File: config.mk
export PLATFORM = sky130hd
export DESIGN_NAME = priority_secure_view_logic
export DESIGN_NICKNAME = d
export VERILOG_FILES = /design/src/design/prio_view_pkg.sv /design/src/design/prio_store.sv /design/src/design/priority_secure_view_logic.sv
export SDC_FILE = /design/constraint.sdc
export NUM_CORES = 1
export LEC_CHECK = 0
export ABC_AREA = 1
export BUFFER_PORTS_ARGS = -buffer_cell sky130_fd_sc_hd__clkbuf_2
export CAP_MARGIN = 10
export CORE_ASPECT_RATIO = 1.5
export CORE_MARGIN = 5
export CORE_UTILIZATION = 30
export DETAILED_ROUTE_END_ITERATION = 7
export HOLD_SLACK_MARGIN = 0.08
export SLEW_MARGIN = 20
export SYNTH_ARGS = -nofsm -noshare
export SYNTH_HDL_FRONTEND = slang
export SYNTH_HIERARCHICAL = 1
export SYNTH_SLANG_ARGS = --single-unit
File: constraint.sdc
create_clock -name sys_clk -period 3.9 [get_ports sys_clk]
set_input_delay 0.585 -clock sys_clk [delete_from_list [all_inputs] [get_ports sys_clk]]
set_output_delay 0.585 -clock sys_clk [all_outputs]
set_load 0.01 [all_outputs]
File: src/design/prio_view_pkg.sv
// Constants and carrier types for the priority view translation block.
// Assumes one clock domain; every user of the block imports this package.
package prio_view_pkg;

	// Implemented upper bits of each 8-bit priority field
	localparam int PRIO_BITS = 5;
	localparam logic [7:0] PRIO_MASK = 8'hf8; // Bits [7:3] kept, low bits dropped
	// Mask of the shifted view that non-secure accesses see
	localparam logic [7:0] NS_MASK = {PRIO_MASK[6:0], 1'b0};
	localparam int NUM_IRQ = 32;
	localparam int IDX_W = 5;
	localparam logic [7:0] PMR_RST = 8'h00;
	localparam logic [NUM_IRQ-1:0] GRP_RST = 32'h0000_0000; // All group 0 after reset
	localparam int RSP_LAT = 2; // Cycles from request to answer

	typedef enum logic [1:0] {
		TGT_PRIO = 2'h0,
		TGT_GROUP = 2'h1,
		TGT_PMR = 2'h2,
		TGT_RPR = 2'h3
	} target_t;

	typedef struct packed {
		logic valid;
		logic write;
		logic secure;
		target_t tgt;
		logic [IDX_W-1:0] idx;
		logic [7:0] wdata;
	} access_req_t;

	typedef struct packed {
		logic valid;
		logic [7:0] rdata;
	} access_rsp_t;

endpackage

File: src/design/prio_store.sv
// Storage for the per-interrupt priority fields, one byte each.
// Assumes a single write port and a registered read port on the same clock.
`timescale 1ns/1ps
module prio_store (
	input wire logic sys_clk,
	input wire logic we,
	input wire logic [prio_view_pkg::IDX_W-1:0] waddr,
	input wire logic [7:0] wdata,
	input wire logic [prio_view_pkg::IDX_W-1:0] raddr,
	output logic [7:0] rdata_r
);
	import prio_view_pkg::*;

	logic [7:0] mem [NUM_IRQ];

	// Contents are data, not control, so they carry no reset
	always_ff @(posedge sys_clk) begin
		if (we) begin
			mem[waddr] <= wdata;
		end
		rdata_r <= mem[raddr];
	end
endmodule

File: src/design/priority_secure_view_logic.sv
// Secure and non-secure views of interrupt priorities, mask and running priority.
// Assumes requests come from logic on sys_clk, one per cycle at most.
`timescale 1ns/1ps
module priority_secure_view_logic (
	input wire logic sys_clk,
	input wire logic srst,
	input wire prio_view_pkg::access_req_t req,
	input wire logic [7:0] run_prio,
	output prio_view_pkg::access_rsp_t rsp,
	output logic [7:0] prio_mask,
	output logic [prio_view_pkg::NUM_IRQ-1:0] irq_group
);
	import prio_view_pkg::*;

	logic [NUM_IRQ-1:0] grp_r, grp_nxt;
	logic [7:0] pmr_r, pmr_nxt;
	access_req_t s1_r, s1_nxt;
	logic s1_grp_r, s1_grp_nxt;
	logic [7:0] s1_rpr_r, s1_rpr_nxt;
	access_rsp_t rsp_r, rsp_nxt;
	logic mem_we;
	logic [7:0] mem_wdata;
	logic [7:0] mem_rdata;
	logic wr_g1;

	// Stored form of a non-secure write: halved, top forced high
	function automatic logic [7:0] ns_to_store(input logic [7:0] v);
		return {1'b1, v[7:1]} & PRIO_MASK;
	endfunction

	// Non-secure view of a stored value
	function automatic logic [7:0] store_to_ns(input logic [7:0] v);
		return {v[6:0], 1'b0} & NS_MASK;
	endfunction

	assign wr_g1 = grp_r[req.idx];

	// Priority writes: non-secure ones to group 0 are dropped
	always_comb begin
		mem_we = req.valid && req.write && (req.tgt == TGT_PRIO)
			&& (req.secure || wr_g1);
		if (req.secure) begin
			mem_wdata = req.wdata & PRIO_MASK;
		end else begin
			mem_wdata = ns_to_store(req.wdata);
		end
	end

	prio_store u_store (
		.sys_clk(sys_clk),
		.we(mem_we),
		.waddr(req.idx),
		.wdata(mem_wdata),
		.raddr(req.idx),
		.rdata_r(mem_rdata)
	);

	// Group bits only change under secure writes; one bit per interrupt
	for (genvar g = 0; g < NUM_IRQ; g++) begin : g_grp
		always_comb begin
			grp_nxt[g] = grp_r[g];
			if (req.valid && req.write && req.secure && (req.tgt == TGT_GROUP)
				&& (req.idx == IDX_W'(g))) begin
				grp_nxt[g] = req.wdata[0];
			end
		end
	end

	// Mask register: non-secure write ignored while its top bit is clear
	always_comb begin
		pmr_nxt = pmr_r;
		if (req.valid && req.write && (req.tgt == TGT_PMR)) begin
			if (req.secure) begin
				pmr_nxt = req.wdata & PRIO_MASK;
			end else if (pmr_r[7]) begin
				pmr_nxt = ns_to_store(req.wdata);
			end
		end
	end

	// Capture the request so its answer can be built next to the memory output
	always_comb begin
		s1_nxt = req;
		s1_grp_nxt = wr_g1;
		s1_rpr_nxt = run_prio;
	end

	// Build the answer in the view that the request's attribute asks for
	always_comb begin
		rsp_nxt.valid = s1_r.valid;
		rsp_nxt.rdata = 8'h00;
		if (s1_r.valid && !s1_r.write) begin
			unique case (s1_r.tgt)
				TGT_PRIO: begin
					if (s1_r.secure) begin
						rsp_nxt.rdata = mem_rdata;
					end else if (s1_grp_r) begin
						rsp_nxt.rdata = store_to_ns(mem_rdata);
					end
				end
				TGT_GROUP: begin
					rsp_nxt.rdata = {7'h00, s1_r.secure & s1_grp_r};
				end
				TGT_PMR: begin
					if (s1_r.secure) begin
						rsp_nxt.rdata = pmr_r;
					end else if (pmr_r[7]) begin
						rsp_nxt.rdata = store_to_ns(pmr_r);
					end
				end
				TGT_RPR: begin
					if (s1_r.secure) begin
						rsp_nxt.rdata = s1_rpr_r & PRIO_MASK;
					end else if (s1_rpr_r[7]) begin
						rsp_nxt.rdata = store_to_ns(s1_rpr_r);
					end
				end
			endcase
		end
	end

	// Registers only; reset leaves everything in group 0 and the mask at zero
	always_ff @(posedge sys_clk) begin
		if (srst) begin
			grp_r <= GRP_RST;
			pmr_r <= PMR_RST;
			s1_r <= '0;
			s1_grp_r <= 1'b0;
			s1_rpr_r <= 8'h00;
			rsp_r <= '0;
		end else begin
			grp_r <= grp_nxt;
			pmr_r <= pmr_nxt;
			s1_r <= s1_nxt;
			s1_grp_r <= s1_grp_nxt;
			s1_rpr_r <= s1_rpr_nxt;
			rsp_r <= rsp_nxt;
		end
	end

	assign rsp = rsp_r;
	assign prio_mask = pmr_r;
	assign irq_group = grp_r;
endmodule

==> out/metrics.cfg <==
[power_and_ir_drop]
p_comb_frac = 0.063
p_seq_frac = 0.519
power_leakage_uw = 0.00628
switching_share = 0.223
power_uw = 7180
p_clk_frac = 0.418
power.switching_uw = 1610
p_per_area_nw_per_um2 = 449
intPower_uw = 5580
peakVddDrop_uv = 323

[global_routing]
grt_usage = 0.133
met3_usage = 0.0155
grt_first_pass_wirelength_um = 52900
grt_pass1_vias = 9785
grt_max_degree = 132
met1_usage = 0.143
grt_use_met2 = 0.255
top_usage_layer = met2
antenna_found_initial = 0
overflow = 0

[drt]
num_vias = 9840
drc = 0
route.antenna.remaining_nets = 0
drtIter0Drc = 599
drt_pre_antenna_iters = 5
drt-vias-per-instance = 4.61
wire_per_inst_um = 15.9
finalWirelength_um = 33900

[timing]
post-route-period-util = 0.680
drv_slew = 0
worst_slack_ns = 1.25
finClkSkew_ns = 0.0188
max_freq_mhz = 377
hold_ws_ns = 0.219
worstMarginPinSlew_ns = 0.854
fin_tns_setup_ns = 0
finalSetupViolCount = 0
hold_viol = 0
rsz0062_at_grt = no
slew_headroom = 0.431
min_period_ns = 2.65

[status]
outcome = finished, final reports clean

[clock_tree]
cts_setup_buffers = 0
path_clk_slew_ns = 0.07
cts-root-buf = clkbuf_16
cts_sinks = 321
clkLatencyLatePin_ns = 0.56
cts_resized = 0
clock_path_buffers = 3
cts_hold_buf = 0
cts_htree_levels = 1
cts_tree = yes
numCtsBuffers = 28

[critical_path]
crit_type = in2reg
crit_cells = 14
crit_path_end_kind = register
arrival_ns = 2.91
critPathLaunchType = primary input
slowest_stage = nand3_1
critical_path.top_delay_family = simple AND/OR/NAND/NOR gates
cp-endpoint = u_store/mem[12][6]$_DFFE_PP_
cp_max_fo = 9
crit_chain = buf_2, buf_4, nor2_4, nand2_1, nand2_1, nor2_1, nor2_1, nor2_1, nand2_1, nand2_1, a21oi_2, nand3_1, nor2_1, buf_4
path_buf_inv = 3
timing.rr.end = u_store/mem[12][6]$_DFFE_PP_
r2r-start = irq_group[15]$_SDFFE_PP0P_
rr_worst_depth = 13
r2r_setup_slack_ns = 1.33
cp_slowest_stage_delay_ns = 0.53
crit_start = req[9]
cp.required_ns = 4.15

[place]
place_congestion = 0.907
place_ws_ns = 0.707
hpwl_um = 22400
io_buffer_count = 68
placed_cells = 2082

[final_layout]
diodes = 0
multi_input_area_um2 = 4260
final_common_cell = nand2_1
nNetsFinal = 1552
fill_cells = 4564
final_cell_mix = nand2_1 (476), edfxtp_1 (256), nand3_1 (218)
stdcell_count = 2134
drive_above_1_share = 0.126
area.growth.synth_to_final_pct = 16.9
regArea_um2 = 8990

[yosys]
netlist_instances = 1351
synth-seq-cells = 321
netlist_area_um2 = 13700
syn_avg_cell_area_um2 = 10.1
synth_seq_area_share = 0.656
ys_warn_count = 6
yosysUniqueCellTypes = 32

[die]
die_height_um = 272
coreArea_um2 = 45500
dieWidth_um = 185
io_pins = 77
die-area_um2 = 50100
row_count = 96
start_util = 0.301

[job]
drv_cap = 0

[worst_hold_path]
worstHoldPathType = in2reg

## how the worst min path moves through the flow
stage,from,endpoint,slack (ns),cells past startpoint
CTS,run_prio[6],s1_rpr_r[6]$_SDFF_PP0_,0.19,3
finish,run_prio[3],s1_rpr_r[3]$_SDFF_PP0_,0.22,3
global placement,rsp_nxt[8]$_SDFF_PP0_,rsp[8]$_SDFF_PP0_,0.42,2
detailed placement,u_store/rdata_r[2]$_DFF_P_,rsp[2]$_SDFF_PP0_,0.43,2
global route,run_prio[6],s1_rpr_r[6]$_SDFF_PP0_,0.20,3
floorplan,u_store/rdata_r[1]$_DFF_P_,rsp[1]$_SDFF_PP0_,0.41,2
## power groups by stage
stage / clock network [uW] / registers, uW / logic (uW)
3_5_place_dp: 0 / 3810 / 453
4_1_cts: 3070 / 3730 / 455
6_report: 3000 / 3730 / 452
5_1_grt: 3220 / 3730 / 506
2_1_floorplan: 0 / 3810 / 317
3_3_place_gp: 0 / 3810 / 448
## sequential cells by signal, summed over array words and instances, names as in the netlist
signal	count
irq_group	32
rsp_nxt	1
prio_mask	5
s1_rpr_r	5
u_store/rdata_r	8
s1_grp_r	1
rsp	9
s1_r	4
u_store/mem	256
## routing by layer
layer / vias to the layer above / part of all wire
li1: 4824 / -
met1: 4651 / 0.36
met2: 285 / 0.55
met3: 80 / 0.044
met4: 0 / 0.046
met5: - / 0
## worst min-delay path: cells and delay by family
family | cells | cell delay, ns
simple gates | 1 | 0.03
buf+inv | 2 | 0.12
## stage by stage
| stage | util | cell area [um2] |
|---|---|---|
| CTS | 0.352 | 16000 |
| global route | 0.352 | 16000 |
| detailed placement | 0.329 | 15000 |
| floorplan | - | 14100 |
| global placement | 0.329 | 15000 |
| finish | 0.352 | 16000 |
## cell usage after synthesis
library cell    n  area share
a211oi_1        1     0.00055
a21oi_1        26      0.0095
a21oi_2         1     0.00064
a22oi_1         2      0.0011
a31oi_1        15      0.0068
buf_1           4      0.0011
buf_2          17      0.0062
buf_4           9      0.0049
buf_6          31       0.025
clkbuf_1       13      0.0036
conb_1          1     0.00027
dfxtp_1        65       0.095
edfxtp_1      256        0.56
inv_1          53       0.015
inv_2          13      0.0036
inv_4           1     0.00046
inv_6           1     0.00064
mux2i_1         1     0.00073
nand2_1       476        0.13
nand2_2         1     0.00046
nand3_1       218       0.080
nand4_4         1      0.0016
nor2_1         65       0.018
nor2_2          1     0.00046
nor2_4          6      0.0049
nor2_8          1      0.0015
nor3_1         38       0.014
o211ai_1        3      0.0016
o21ai_0        19      0.0069
o21ai_1         9      0.0033
o221ai_1        2      0.0013
o22ai_1         1     0.00046
## logic make-up after synthesis
| family | after synthesis | synth area share |
|---|---|---|
| buf+inv | 142 | 0.0604 |
| compound gates | 79 | 0.0322 |
| flops | 321 | 0.656 |
| other cells | 1 | 0.000274 |
| simple gates | 807 | 0.251 |
| mux | 1 | 0.000730 |
## final cells by class
cell class | count | area share
Inverter | 68 | 0.0165
Multi-Input combinational cell | 986 | 0.266
Clock inverter | 9 | 0.00539
Timing Repair Buffer | 119 | 0.0461
Sequential cell | 321 | 0.561
Clock buffer | 43 | 0.0590
Tap cell | 588 | 0.0459
(Power assumes the default switching activity.)
